$ cat config.mk
export PLATFORM = sky130hd
export DESIGN_NAME = sfl_spi_flags
export DESIGN_NICKNAME = d
export VERILOG_FILES = /design/src/sfl_pkg.sv /design/src/sfl_sync3.sv /design/src/sfl_shift.sv /design/src/sfl_spi_flags.sv
export SDC_FILE = /design/constraint.sdc
export NUM_CORES = 1
export LEC_CHECK = 0
export CAP_MARGIN = 20
export CORE_ASPECT_RATIO = 1.1
export CORE_MARGIN = 2
export CORE_UTILIZATION = 50
export DETAILED_ROUTE_END_ITERATION = 12
export DONT_BUFFER_PORTS = 1
export PLACE_DENSITY = 0.68
export SYNTH_ARGS = -nofsm -noshare
export SYNTH_HDL_FRONTEND = slang
export SYNTH_SLANG_ARGS = --single-unit
$ cat constraint.sdc
create_clock -name pclk -period 2.2 [get_ports pclk]
set_input_delay 0.22 -clock pclk [delete_from_list [all_inputs] [get_ports pclk]]
set_output_delay 0.22 -clock pclk [all_outputs]
set_load 0.01 [all_outputs]
$ cat src/sfl_pkg.sv
/*
  Shared constants, field layouts and types of the serial port status flag block.
  Assumes a 125 MHz core clock and a word-aligned APB register map.
*/
package sfl_pkg;

  // APB address width and register indices; byte address is four times the index
  localparam int ADDR_W = 12;
  localparam logic [7:0] IDX_TXBUF = 8'h9A;
  localparam logic [7:0] IDX_RXBUF = 8'h9B;
  localparam logic [7:0] IDX_CONFIG = 8'hE8;
  localparam logic [7:0] IDX_STATUS = 8'hEA;
  localparam logic [7:0] IDX_IRQ_STAT = 8'hF0;
  localparam logic [7:0] IDX_IRQ_CLR = 8'hF1;
  localparam logic [7:0] IDX_IRQ_EN = 8'hF2;
  localparam logic [1:0] WORD_LSBS = 2'h0;

  // Reset values
  localparam logic [7:0] CONFIG_RESET = 8'h01;
  localparam logic [7:0] STATUS_RESET = 8'h00;
  localparam logic [3:0] SYNC_RESET = 4'h8;

  // Status bit positions used by write-zero clears
  localparam int POS_MULTIMASTER_ERROR_FLAG = 6;
  localparam int POS_TX_UNF = 2;
  localparam int POS_TX_REQ = 1;
  localparam int POS_TX_FULL = 0;

  // Interrupt status bits
  localparam int IRQ_W = 5;
  localparam int IRQ_RX_NEW = 0;
  localparam int IRQ_TX_EMPTY = 1;
  localparam int IRQ_RX_OVF = 2;
  localparam int IRQ_TX_UNF = 3;
  localparam int IRQ_MULTIMASTER_ERROR_FLAG = 4;

  // Byte framing
  localparam logic [3:0] BIT_COUNT_FULL = 4'h8;
  localparam logic [3:0] BIT_COUNT_LAST = 4'h7;

  // Master serial clock half period
  localparam int CLK_PERIOD_NS = 8;
  localparam int SCLK_HALF_NS = 40;
  localparam int SCLK_HALF_CYCLES = (SCLK_HALF_NS + CLK_PERIOD_NS - 1) / CLK_PERIOD_NS;

  typedef struct packed {
    logic ss_in_en;
    logic port_en;
    logic ovw_en;
    logic master_en;
    logic [2:0] spare;
    logic transfer_interrupt_mode;
  } sfl_cfg_t;

  typedef struct packed {
    logic busy;
    logic multimaster_error_flag;
    logic rx_ovf;
    logic rx_req;
    logic rx_full;
    logic tx_unf;
    logic tx_req;
    logic tx_full;
  } sfl_stat_t;

  typedef enum logic [2:0] {
    ST_IDLE = 3'b001,
    ST_SHIFT = 3'b010,
    ST_FINISH = 3'b100
  } sfl_state_t;

  function automatic logic sfl_hit(input logic [ADDR_W-1:0] addr, input logic [7:0] idx);
    return addr == {idx, WORD_LSBS};
  endfunction : sfl_hit

endpackage : sfl_pkg

$ cat src/sfl_sync3.sv
/*
  Three-stage synchroniser for pin inputs.
  Assumes inputs are asynchronous to pclk; output follows once stages two and three agree.
*/
`timescale 1ns/1ps
module sfl_sync3 #(
  parameter int W = 4,
  parameter logic [W-1:0] RST = '0
) (
  // Clock and reset
  input wire logic pclk,
  input wire logic presetn,
  // Data
  input wire logic [W-1:0] d,
  output logic [W-1:0] q
);

  logic [W-1:0] ff1;
  logic [W-1:0] ff2;
  logic [W-1:0] ff3;

  always_ff @(posedge pclk or negedge presetn) begin
    if (!presetn) begin
      ff1 <= RST;
      ff2 <= RST;
      ff3 <= RST;
    end else begin
      ff1 <= d;
      ff2 <= ff1;
      ff3 <= ff2;
    end
  end

  // A bit moves only when the last two stages agree, which filters one-cycle glitches
  always_ff @(posedge pclk or negedge presetn) begin
    if (!presetn) begin
      q <= RST;
    end else begin
      q <= (ff2 & ~(ff2 ^ ff3)) | (q & (ff2 ^ ff3));
    end
  end

endmodule : sfl_sync3

$ cat src/sfl_shift.sv
/*
  Byte shift register, MSB first, with sample and shift strobes.
  Assumes the caller sequences load, sample and shift; done pulses on the eighth sample.
*/
`timescale 1ns/1ps
module sfl_shift (
  // Clock and reset
  input wire logic pclk,
  input wire logic presetn,
  // Control
  input wire logic load,
  input wire logic [7:0] load_data,
  input wire logic sample,
  input wire logic shift,
  input wire logic sin,
  // Results
  output logic sout,
  output logic [3:0] count,
  output logic [7:0] rx_byte,
  output logic done
);
  import sfl_pkg::*;

  logic [7:0] sr;
  logic in_bit;

  assign sout = sr[7];

  always_ff @(posedge pclk or negedge presetn) begin
    if (!presetn) begin
      sr <= 8'h00;
      in_bit <= 1'b0;
      count <= 4'h0;
      rx_byte <= 8'h00;
      done <= 1'b0;
    end else begin
      done <= 1'b0;
      if (load) begin
        sr <= load_data;
        count <= 4'h0;
      end else if (sample) begin
        in_bit <= sin;
        if (count != BIT_COUNT_FULL) begin
          count <= count + 4'h1;
        end
        if (count == BIT_COUNT_LAST) begin
          rx_byte <= {sr[6:0], sin};
          done <= 1'b1;
        end
      end else if (shift) begin
        sr <= {sr[6:0], in_bit};
      end
    end
  end

endmodule : sfl_shift

$ cat src/sfl_spi_flags.sv
/*
  Serial port core with status and interrupt flags, reached over APB.
  Assumes pins are asynchronous to pclk and that the far party keeps mode 0 framing.
*/
`timescale 1ns/1ps
module sfl_spi_flags #(
  parameter int HALF_CYCLES = sfl_pkg::SCLK_HALF_CYCLES
) (
  // Clock and reset
  input wire logic pclk,
  input wire logic presetn,
  // APB slave
  input wire logic [sfl_pkg::ADDR_W-1:0] paddr,
  input wire logic psel,
  input wire logic penable,
  input wire logic pwrite,
  input wire logic [31:0] pwdata,
  output logic [31:0] prdata,
  output logic pready,
  output logic pslverr,
  // Interrupt
  output logic irq,
  // Serial clock pin
  input wire logic sclk_i,
  output logic sclk_o,
  output logic sclk_oe,
  // Master out pin
  input wire logic mosi_i,
  output logic mosi_o,
  output logic mosi_oe,
  // Master in pin
  input wire logic miso_i,
  output logic miso_o,
  output logic miso_oe,
  // Slave select pin, active low
  input wire logic ss_n_i,
  output logic ss_n_o,
  output logic ss_n_oe
);
  import sfl_pkg::*;

  sfl_cfg_t cfg;
  sfl_stat_t stat;
  sfl_state_t mst_state;
  logic [7:0] tx_buf;
  logic [7:0] rx_buf;
  logic [IRQ_W-1:0] irq_stat;
  logic [IRQ_W-1:0] irq_en;
  logic [IRQ_W-1:0] irq_ev;
  logic [7:0] div_cnt;
  logic tick;
  logic [3:0] pins_s;
  logic sclk_s, mosi_s, miso_s, ss_s;
  logic sclk_d, ss_d;
  logic sh_load, sh_sample, sh_shift, sh_sin, sh_sout, byte_done;
  logic [7:0] sh_data;
  logic [7:0] rx_byte;
  logic [3:0] sh_cnt;
  logic byte_ovf;
  logic [31:0] rd_mux;

  // Pin synchronisers
  sfl_sync3 #(.W(4), .RST(SYNC_RESET)) u_sync (
    .pclk(pclk),
    .presetn(presetn),
    .d({ss_n_i, miso_i, mosi_i, sclk_i}),
    .q(pins_s)
  );
  assign sclk_s = pins_s[0];
  assign mosi_s = pins_s[1];
  assign miso_s = pins_s[2];
  assign ss_s = pins_s[3];

  always_ff @(posedge pclk or negedge presetn) begin
    if (!presetn) begin
      sclk_d <= 1'b0;
      ss_d <= 1'b1;
    end else begin
      sclk_d <= sclk_s;
      ss_d <= ss_s;
    end
  end

  // APB decode
  logic setup, access, wr_ev, tx_wr, stat_wr, rx_read_clr, mapped;
  assign setup = psel & ~penable;
  assign access = psel & penable & pready;
  assign wr_ev = access & pwrite;
  assign tx_wr = wr_ev & sfl_hit(paddr, IDX_TXBUF);
  assign stat_wr = wr_ev & sfl_hit(paddr, IDX_STATUS);
  // Read side effect is taken with the read data so the cleared byte is the one returned
  assign rx_read_clr = setup & ~pwrite & sfl_hit(paddr, IDX_RXBUF);
  assign mapped = sfl_hit(paddr, IDX_TXBUF) | sfl_hit(paddr, IDX_RXBUF) | sfl_hit(paddr, IDX_CONFIG)
                | sfl_hit(paddr, IDX_STATUS) | sfl_hit(paddr, IDX_IRQ_STAT) | sfl_hit(paddr, IDX_IRQ_CLR)
                | sfl_hit(paddr, IDX_IRQ_EN);

  always_comb begin
    rd_mux = 32'h0000_0000;
    if (sfl_hit(paddr, IDX_TXBUF)) rd_mux[7:0] = tx_buf;
    if (sfl_hit(paddr, IDX_RXBUF)) rd_mux[7:0] = rx_buf;
    if (sfl_hit(paddr, IDX_CONFIG)) rd_mux[7:0] = cfg;
    if (sfl_hit(paddr, IDX_STATUS)) rd_mux[7:0] = stat;
    if (sfl_hit(paddr, IDX_IRQ_STAT)) rd_mux[IRQ_W-1:0] = irq_stat;
    if (sfl_hit(paddr, IDX_IRQ_EN)) rd_mux[IRQ_W-1:0] = irq_en;
  end

  // One wait-free access phase per transfer
  always_ff @(posedge pclk or negedge presetn) begin
    if (!presetn) begin
      pready <= 1'b0;
      pslverr <= 1'b0;
      prdata <= 32'h0000_0000;
    end else begin
      pready <= setup;
      pslverr <= setup & ~mapped;
      if (setup & ~pwrite) begin
        prdata <= rd_mux;
      end
    end
  end

  // Configuration and interrupt enable
  always_ff @(posedge pclk or negedge presetn) begin
    if (!presetn) begin
      cfg <= CONFIG_RESET;
      irq_en <= '0;
    end else begin
      if (wr_ev & sfl_hit(paddr, IDX_CONFIG)) cfg <= pwdata[7:0];
      if (wr_ev & sfl_hit(paddr, IDX_IRQ_EN)) irq_en <= pwdata[IRQ_W-1:0];
    end
  end

  // Transfer control
  logic slave_act, ss_fall, sclk_rise, sclk_fall, slv_in;
  logic mst_end, slv_end, byte_end, mst_start, mst_go_on, tx_take, mm_hit;
  assign slave_act = cfg.port_en & ~cfg.master_en;
  assign slv_in = slave_act & ~ss_s;
  assign ss_fall = ss_d & ~ss_s;
  assign sclk_rise = ~sclk_d & sclk_s;
  assign sclk_fall = sclk_d & ~sclk_s;
  assign mst_end = (mst_state == ST_SHIFT) & tick & sclk_o & (sh_cnt == BIT_COUNT_FULL);
  assign slv_end = slv_in & sclk_fall & (sh_cnt == BIT_COUNT_FULL);
  assign byte_end = mst_end | slv_end;
  assign mst_start = (mst_state == ST_IDLE) & cfg.port_en & cfg.master_en & stat.tx_full;
  // Continue only with fresh data and, in mode zero, with the last byte taken
  assign mst_go_on = mst_end & stat.tx_full & ~(~cfg.transfer_interrupt_mode & byte_ovf);
  assign tx_take = mst_start | mst_go_on | (slave_act & (ss_fall | slv_end) & stat.tx_full);
  assign mm_hit = (mst_state != ST_IDLE) & cfg.ss_in_en & ~ss_s;
  assign sh_load = mst_start | mst_go_on | (slave_act & (ss_fall | slv_end));
  // A slave with nothing queued sends zeros rather than repeating stale data
  assign sh_data = stat.tx_full ? tx_buf : 8'h00;
  assign sh_sample = ((mst_state == ST_SHIFT) & tick & ~sclk_o) | (slv_in & sclk_rise);
  assign sh_shift = (((mst_state == ST_SHIFT) & tick & sclk_o) | (slv_in & sclk_fall))
                  & (sh_cnt != BIT_COUNT_FULL);
  assign sh_sin = cfg.master_en ? miso_s : mosi_s;

  sfl_shift u_shift (
    .pclk(pclk),
    .presetn(presetn),
    .load(sh_load),
    .load_data(sh_data),
    .sample(sh_sample),
    .shift(sh_shift),
    .sin(sh_sin),
    .sout(sh_sout),
    .count(sh_cnt),
    .rx_byte(rx_byte),
    .done(byte_done)
  );

  // Half-period divider, held clear while idle so every byte starts on a full half period
  assign tick = (mst_state != ST_IDLE) & (div_cnt == 8'(HALF_CYCLES - 1));
  always_ff @(posedge pclk or negedge presetn) begin
    if (!presetn) begin
      div_cnt <= 8'h00;
    end else if (mst_state == ST_IDLE || tick) begin
      div_cnt <= 8'h00;
    end else begin
      div_cnt <= div_cnt + 8'h01;
    end
  end

  // Master sequencer
  always_ff @(posedge pclk or negedge presetn) begin
    if (!presetn) begin
      mst_state <= ST_IDLE;
      sclk_o <= 1'b0;
      ss_n_o <= 1'b1;
    end else begin
      case (mst_state)
        ST_IDLE: begin
          sclk_o <= 1'b0;
          if (mst_start) begin
            mst_state <= ST_SHIFT;
            ss_n_o <= 1'b0;
          end
        end
        ST_SHIFT: begin
          if (mm_hit) begin
            mst_state <= ST_IDLE;
            sclk_o <= 1'b0;
            ss_n_o <= 1'b1;
          end else if (tick) begin
            sclk_o <= ~sclk_o;
            if (mst_end & ~mst_go_on) mst_state <= ST_FINISH;
          end
        end
        ST_FINISH: begin
          // A rival master cuts the closing half period short as well
          if (tick | mm_hit) begin
            ss_n_o <= 1'b1;
            mst_state <= ST_IDLE;
          end
        end
        default: begin
          mst_state <= ST_IDLE;
          ss_n_o <= 1'b1;
        end
      endcase
    end
  end

  // Pin drive
  always_ff @(posedge pclk or negedge presetn) begin
    if (!presetn) begin
      sclk_oe <= 1'b0;
      mosi_o <= 1'b0;
      mosi_oe <= 1'b0;
      miso_o <= 1'b0;
      miso_oe <= 1'b0;
      ss_n_oe <= 1'b0;
    end else begin
      sclk_oe <= cfg.port_en & cfg.master_en;
      mosi_oe <= cfg.port_en & cfg.master_en;
      mosi_o <= sh_sout;
      miso_o <= sh_sout;
      miso_oe <= slv_in;
      ss_n_oe <= cfg.port_en & cfg.master_en & ~cfg.ss_in_en;
    end
  end

  // Overflow of the byte just received, kept for the end-of-byte decision
  always_ff @(posedge pclk or negedge presetn) begin
    if (!presetn) begin
      byte_ovf <= 1'b0;
    end else if (byte_done) begin
      byte_ovf <= stat.rx_full & ~rx_read_clr;
    end
  end

  // Buffers
  always_ff @(posedge pclk or negedge presetn) begin
    if (!presetn) begin
      tx_buf <= 8'h00;
      rx_buf <= 8'h00;
    end else begin
      if (tx_wr) tx_buf <= pwdata[7:0];
      if (byte_done & (~stat.rx_full | rx_read_clr | cfg.ovw_en)) rx_buf <= rx_byte;
    end
  end

  // Status flags: clears first, hardware sets after so a set in the same cycle wins, except tx_req, which a buffer write clears last
  always_ff @(posedge pclk or negedge presetn) begin
    if (!presetn) begin
      stat <= STATUS_RESET;
    end else begin
      stat.busy <= (mst_state != ST_IDLE) | slv_in;
      if (stat_wr) begin
        if (!pwdata[POS_MULTIMASTER_ERROR_FLAG]) stat.multimaster_error_flag <= 1'b0;
        if (!pwdata[POS_TX_UNF]) stat.tx_unf <= 1'b0;
        if (!pwdata[POS_TX_REQ]) stat.tx_req <= 1'b0;
        if (!pwdata[POS_TX_FULL]) stat.tx_full <= 1'b0;
      end
      if (rx_read_clr) begin
        stat.rx_ovf <= 1'b0;
        stat.rx_req <= 1'b0;
        stat.rx_full <= 1'b0;
      end
      if (tx_take) begin
        stat.tx_full <= 1'b0;
        stat.tx_req <= 1'b1;
      end
      if (tx_wr) begin
        stat.tx_full <= 1'b1;
        stat.tx_req <= 1'b0;
      end
      if (mm_hit) stat.multimaster_error_flag <= 1'b1;
      if (byte_end & ~stat.tx_full) stat.tx_unf <= 1'b1;
      if (byte_done) begin
        if (stat.rx_full & ~rx_read_clr) begin
          stat.rx_ovf <= 1'b1;
        end else begin
          stat.rx_req <= 1'b1;
          stat.rx_full <= 1'b1;
        end
      end
    end
  end

  // Interrupt: sticky events, write one to clear, enable gates the single output
  always_comb begin
    irq_ev = '0;
    irq_ev[IRQ_RX_NEW] = byte_done & (~stat.rx_full | rx_read_clr);
    irq_ev[IRQ_TX_EMPTY] = tx_take;
    irq_ev[IRQ_RX_OVF] = byte_done & stat.rx_full & ~rx_read_clr;
    irq_ev[IRQ_TX_UNF] = byte_end & ~stat.tx_full;
    irq_ev[IRQ_MULTIMASTER_ERROR_FLAG] = mm_hit;
  end

  always_ff @(posedge pclk or negedge presetn) begin
    if (!presetn) begin
      irq_stat <= '0;
      irq <= 1'b0;
    end else begin
      irq_stat <= (irq_stat & ~((wr_ev & sfl_hit(paddr, IDX_IRQ_CLR)) ? pwdata[IRQ_W-1:0] : '0)) | irq_ev;
      irq <= |(irq_stat & irq_en);
    end
  end
endmodule : sfl_spi_flags

==> results by group, run 1 <==
Logic synthesis
  – Post-synth top area share: 49.4%
  – Synth Area in Compound Gates: 11.5%
  – Gate Count Post-Synth: 443
  – Post-synth top cells: dfrtp_1 (103), mux2_2 (38), buf_4 (26), nor2_1 (24), nand2_1 (22)
  – Post-synth EDFFs: 0
  – Post-Synth XOR/XNOR Area: 1.34%
  – Sequential-to-total area share from yosys stat: 53.5%
  – Post-synth cell types: 65
  – Synthesized area: 5220 um2
  – Ys async rst share: 100%
  – Most common cell in the netlist: dfrtp_1
  – Avg Cell Area, Syn: 11.8 um2
  – Synth area leader: dfrtp_1
  – Largest cells by area after synthesis: dfrtp_1 (49%), mux2_2 (8.2%), dfstp_2 (4.0%)
  – Adder-cell share of the synthesized area: 1.73%
  – Multiplexer share of the synthesized area: 10.8%
  – Flops & latches, synth: 111
  – Main combinational cell family by area after synthesis: simple AND/OR/NAND/NOR gates
  – Top FF cell, synth: dfrtp_1
  – Post-Synth Simple-Gate Area: 15.9%
  – Ys Warns: 0

Critical path
  – R2R depth: 7
  – Crit path arrival time: 2.48 ns
  – FF-to-FF End: u_shift.sr[3]
  – Worst Setup End Kind: register
  – Crit-path max FO: 8
  – CP startpoint kind: register
  – Worst EP required: 2.47 ns
  – Reg2Reg Setup Slack: -0.02 ns
  – R2r startpoint: div_cnt[4]
  – Critical path class: register to register

Floorplan
  – Rows: 39
  – Boundary pin count: 96
  – Die height: 111 um
  – Floorplan core area: 10300 um2
  – Initial Util: 50.7%
  – Die width: 101 um
  – Die area: 11300 um2

Power
  – Logic pwr share: 2.8%
  – Net load switching power: 0.846 mW
  – Part of the power in registers: 54.1%
  – Cell Pwr Density: 658 nW/um2
  – Switching share of power: 21.5%
  – VDD IR-drop max: 390 uV
  – Leakage: 2.74 nW
  – Int Pwr: 3.10 mW
  – Clk pwr share: 43.1%

Timing
  – Tmin final: 2.22 ns
  – Setup Total Neg Slack: -0.0498 ns
  – Final Skew: 0.0150 ns
  – RSZ-0062 raised after global routing: true
  – Final hold violation count: 111
  – Fin crit share: 101%
  – F_max: 451 MHz
  – Worst slew pin tran: 0.908 ns
  – Setup WS post-layout: -0.0170 ns
  – Fin. max-slew vios: 0
  – Worst hold slack: -0.440 ns
  – Final setup violation count: 4
  – Max transition margin: 39.1%

Detailed routing
  – Post-route ant nets: 0
  – Vias per cell: 5.67
  – Residual DRC: 0
  – DRT Wirelength: 11000 um
  – DR vias: 3596
  – Pre-Repair DR Iteration Count: 4
  – Initial DRC count: 217
  – Wire per inst: 17.4 um

Finish
  – Fill cells: 868
  – Layout Cells excl Fill: 634
  – Final Cell Area: 5990 um2
  – ANT cells: 0
  – Layout Utilization: 58.2%
  – P&R area growth vs syn: 14.9%
  – Post-layout net count: 543
  – Share of layout cells above drive strength 1: 25.7%

Place
  – Placement Cell Area: 5550 um2
  – Inst Count DP: 609
  – Input/output buffers: 0
  – Dpl hpwl: 7780 um
  – Placer Congestion: 0.877

GRT
  – Vias in the first global route: 3561
  – Global-route wire length before repair: 17900 um
  – Initial antenna violation count: 0
  – GRT overflow: 0
  – Pin count of the biggest net entering global routing: 112
  – GRT Util Overall: 20.2%

Clock tree
  – CTS tree: done
  – Clock sink count: 111
  – Total CTS buffers: 9
  – Worst skew pair latency: 0.35 ns
  – Clock buffer depth: 2
  – Root Driver: clkbuf_16
  – Hold_buf cts: 5
  – Htree depth: 3
  – Clk slew on worst S/H paths: 0.08 ns

Flow run
  – Max-cap violation count: 0

Run status
  – Status: complete, but fails checks
  – Failing checks: hold timing, setup timing

Worst hold path
  – Min-Delay Path Class: input pin to async pin
==> worst max path at each step <==
| stage | startpoint | end | slack (ns) | depth (start not counted) |
|---|---|---|---|---|
| floorplan | div_cnt[5] | u_shift.rx_byte[0] | -0.06 | 5 |
| global placement | div_cnt[5] | u_shift.sr[5] | -0.006 | 6 |
| detailed placement | div_cnt[5] | u_shift.sr[7] | -0.03 | 6 |
| CTS | div_cnt[5] | u_shift.in_bit | -0.02 | 5 |
| global route | div_cnt[4] | u_shift.sr[3] | -0.1 | 7 |
| finish | div_cnt[4] | u_shift.sr[3] | -0.02 | 7 |
==> per-stage QoR <==
stage                     total power, mW  worst slack (ns)
after floorplan                      2.28           -0.0604
after global placement               2.27          -0.00582
after detailed placement             2.27           -0.0306
after CTS                            3.99           -0.0183
after global routing                 4.09           -0.0960
final                                3.94           -0.0170
==> power by group through the flow <==
stage | sequential, mW | combinational, mW | clock [mW]
finish | 2.13 | 0.112 | 1.70
global route | 2.14 | 0.126 | 1.83
CTS | 2.13 | 0.111 | 1.74
detailed placement | 2.17 | 0.103 | 0
global placement | 2.17 | 0.101 | 0
floorplan | 2.17 | 0.118 | 0
==> registers in the layout (all words and copies together) (netlist names), 3 cells and up, named ones only <==
register,flops
irq_en,5
stat,8
div_cnt,8
u_shift.sr,8
tx_buf,8
u_sync.ff1,4
irq_stat,5
prdata,8
u_sync.ff2,4
u_sync.ff3,4
mst_state,3
rx_buf,8
u_shift.rx_byte,8
cfg,8
u_shift.count,4
==> worst max-delay path, cell delays in order (launching register included) <==
cell and delay, ns:
dfrtp_1 0.37, or4_4 0.57, or3_4 0.39, o311ai_4 0.36
buf_6 0.17, buf_8 0.12, nand3_1 0.08, o21ai_1 0.08
==> layer usage <==
| metal | share of wire, % | vias up | track usage, % |
|---|---|---|---|
| met4 | 1.5 | 0 | 6.22 |
| met2 | 51 | 96 | 32.6 |
| met3 | 4.9 | 14 | 3.85 |
| met5 | 0 | - | 0 |
| li1 | - | 1656 | - |
| met1 | 43 | 1830 | 27.5 |
==> logic make-up after synthesis <==
kind of cell	after synthesis
flip-flops	111
AO/OA/AOI/OAI	85
adder cells (fa/ha/maj)	8
AND/OR/NAND/NOR	134
other	1
XOR/XNOR	8
buffers and inverters	46
multiplexers	50
==> cells in the final DEF (no fill, tap or decap), types with 9 or more instances in the layout <==
master	Yosys	routed
mux2i_1	10	10
o21ai_0	19	15
mux2_2	38	37
clkbuf_16	0	9
conb_1	1	24
nand3_1	14	11
nor2_1	24	24
dfrtp_1	103	103
a21oi_1	18	18
nand2_1	22	22
inv_1	9	9
buf_4	26	37
nor2b_1	15	15
==> area by class of cell <==
class / instances / area (um2) / share of cell area (%)
repair buffers: 46 / 394 / 6.58
flip-flops and latches: 111 / 2790 / 46.5
clock inverters: 5 / 65.1 / 1.09
inverters: 9 / 33.8 / 0.564
well taps: 143 / 179 / 2.99
clock buffers: 11 / 253 / 4.22
multi-input cells: 309 / 2280 / 38.0
==> timing repair <==
item,CTS,global route
resized for setup,3,13
gates cloned,0,1
hold endpoints to repair,116,111
endpoints found under the setup margin,11,19
setup buffers,1,3
pin swaps,0,5
(Power assumes the default switching activity.)
==> run 2, diff against run 1 <==
- CELL_PAD_IN_SITES_DETAIL_PLACEMENT: default -> 0
- CELL_PAD_IN_SITES_GLOBAL_PLACEMENT: default -> 1
- CORE_UTILIZATION: 50 -> 45
- PLACE_DENSITY: 0.68 -> default
- PLACE_DENSITY_LB_ADDON: default -> 0.1
- REMOVE_ABC_BUFFERS: default -> 1
==> run 2 against run 1 <==
The run ends with hold timing left. First-iteration DRC count decreased by 37%. Fmax grew 2.3%. Via count fell by 0.22%. Total power is 0.82% lower. Cell area up 1.0%. Flip-flop and latch count is the same. Sequential share of layout area down 0.48 points. Clock power fell by 2%. Critical path depth decreased by 1. Clock-buffer cell count fell by 1. Largest cell class unchanged.
==> results by group, run 2 (synthesized netlist as in run 1, its figures left out) <==
Timing
  – Final Skew: 0.00779 ns (-0.00721 ns)
  – Worst hold slack: -0.438 ns (+0.00185 ns)
  – F_max: 461 MHz (+2.3%)
  – Final setup violation count: 0 (-4)
  – RSZ-0062 raised after global routing: true
  – Worst slew pin tran: 0.930 ns (+0.0221 ns)
  – Final hold violation count: 111 (unchanged)
  – Setup WS post-layout: 0.0319 ns (+0.0489 ns)
  – Fin. max-slew vios: 0 (unchanged)
  – Tmin final: 2.17 ns (-0.0489 ns)
  – Fin crit share: 98.5% (-2.2 points)
  – Max transition margin: 37.6% (-1.5 points)

Critical path
  – Crit-path slowest cell: or4_4
  – Worst Setup End Kind: register
  – CP Cell Sequence: or4_4 -> or3_4 -> o311ai_4 -> buf_6 -> nor2_2 -> mux2_2
  – Worst EP required: 2.43 ns (-0.04 ns)
  – CP startpoint kind: register
  – CP max stage delay: 0.56 ns (about the same)
  – Crit path arrival time: 2.40 ns (-0.08 ns)
  – Buffers & Inverters on Critical Path: 1 (-1)
  – Crit-path max FO: 3 (-5)
  – Critical path class: register to register
  – Top delay family on crit path: simple AND/OR/NAND/NOR gates

Clock tree
  – Root Driver: clkbuf_16
  – Clock sink count: 111 (unchanged)
  – CTS tree: done
  – Htree depth: 3 (unchanged)
  – Total CTS buffers: 9 (unchanged)
  – Clock buffer depth: 2 (unchanged)
  – Worst skew pair latency: 0.35 ns (about the same)
  – Hold_buf cts: 4 (-1)
  – Clk slew on worst S/H paths: 0.07 ns (about the same)

Detailed routing
  – Residual DRC: 0 (unchanged)
  – DRT Wirelength: 12300 um (+12%)
  – Vias per cell: 5.50 (-3.0%)
  – Pre-Repair DR Iteration Count: 4 (unchanged)
  – DR vias: 3588 (-0.22%)
  – Wire per inst: 18.9 um (+8.9%)
  – Post-route ant nets: 0 (unchanged)
  – Initial DRC count: 137 (-37%)

Floorplan
  – Die width: 107 um (+5.2%)
  – Boundary pin count: 96 (unchanged)
  – Floorplan core area: 11400 um2 (+11%)
  – Rows: 41 (+5.1%)
  – Die height: 117 um (+5.2%)
  – Initial Util: 45.8% (-4.9 points)
  – Die area: 12500 um2 (+11%)

Power
  – VDD IR-drop max: 356 uV (-8.6%)
  – Leakage: 2.79 nW (+1.8%)
  – Cell Pwr Density: 646 nW/um2 (-1.8%)

GRT
  – Vias in the first global route: 3645 (+2.4%)
  – Pin count of the biggest net entering global routing: 112 (unchanged)
  – GRT overflow: 0 (unchanged)
  – Global-route wire length before repair: 19600 um (+9.6%)
  – Initial antenna violation count: 0 (unchanged)
  – GRT Util Overall: 20.8% (+0.57 points)

Flow run
  – Max-cap violation count: 0 (unchanged)

Finish
  – ANT cells: 0 (unchanged)
  – Most common cell after layout, fill and taps aside: dfrtp_1
  – Post-layout net count: 554 (+2.0%)
  – Layout Utilization: 53.2% (-5.0 points)
  – Share of layout cells above drive strength 1: 26.9% (+1.2 points)
  – Most frequent cells in the layout: dfrtp_1 (103), buf_4 (46), mux2_2 (38)
  – P&R area growth vs syn: 16.1%

Place
  – Post-Place Setup Slack: -0.0975 ns (-0.0669 ns)
  – Dpl hpwl: 8720 um (+12%)
  – Input/output buffers: 0 (unchanged)
  – Placer Congestion: 0.825 (-5.9%)

Run status
  – Failing checks: hold timing
  – Status: complete, but fails checks

Worst hold path
  – Min-Delay Path Class: input pin to async pin
run 2: through the flow:
step / total power [mW] / area (um2) / TNS (ns) / std cells / hold WS, ns
CTS: 3.95 / 5980 / 0 / 645 / -0.447
global route: 4.04 / 6050 / -0.461 / 652 / -0.454
finish: 3.91 / 6050 / 0 / 652 / -0.438
detailed placement: 2.28 / 5610 / -1.23 / 624 / -0.0723
floorplan: 2.25 / 5060 / -3.28 / 429 / -0.0756
global placement: 2.28 / 5610 / -0.731 / 624 / -0.0729
run 2: report_power, final:
group / leakage (nW) / internal, mW / switching [mW]
Sequential: 1.45 / 2.09 / 0.0436
Clock: 0.149 / 0.921 / 0.741
Combinational: 1.19 / 0.0480 / 0.0651
run 2: metal layers:
metal	track usage [%]	share of wire [%]	up-vias
li1	-	-	1678
met1	25.6	42	1796
met2	36.5	50	96
met3	4.37	5.6	18
met4	7.36	1.9	0
met5	0	0	-
run 2: repair_timing:
action                     in CTS  in global routing
setup endpoints to repair      21                 22
setup buffers                   0                  6
cloned                          1                  1
pin swaps                       4                  1
resized for setup               4                 10
hold endpoints to repair      115                111
run 2: final cells by class:
type	instances	area (um2)
Fill cell	1009	5340
Sequential cell	111	2790
Multi-Input combinational cell	309	2260
Timing Repair Buffer	57	478
Clock buffer	10	239
Tap cell	150	188
Clock inverter	6	68.8
Inverter	9	33.8
run 2: worst paths after layout:
path	start	to	slack, ns	cells after the start
max in group asynchronous	presetn	cfg[0]	2.43	0
setup reg to reg	div_cnt[5]	u_shift.in_bit	0.03	6
min in group pclk	pwdata[3]	cfg[3]	0.02	1
setup / recovery	div_cnt[5]	u_shift.in_bit	0.03	6
hold reg to reg	u_sync.ff1[3]	u_sync.ff2[3]	0.36	0
hold / removal	presetn	prdata[3]	-0.44	0
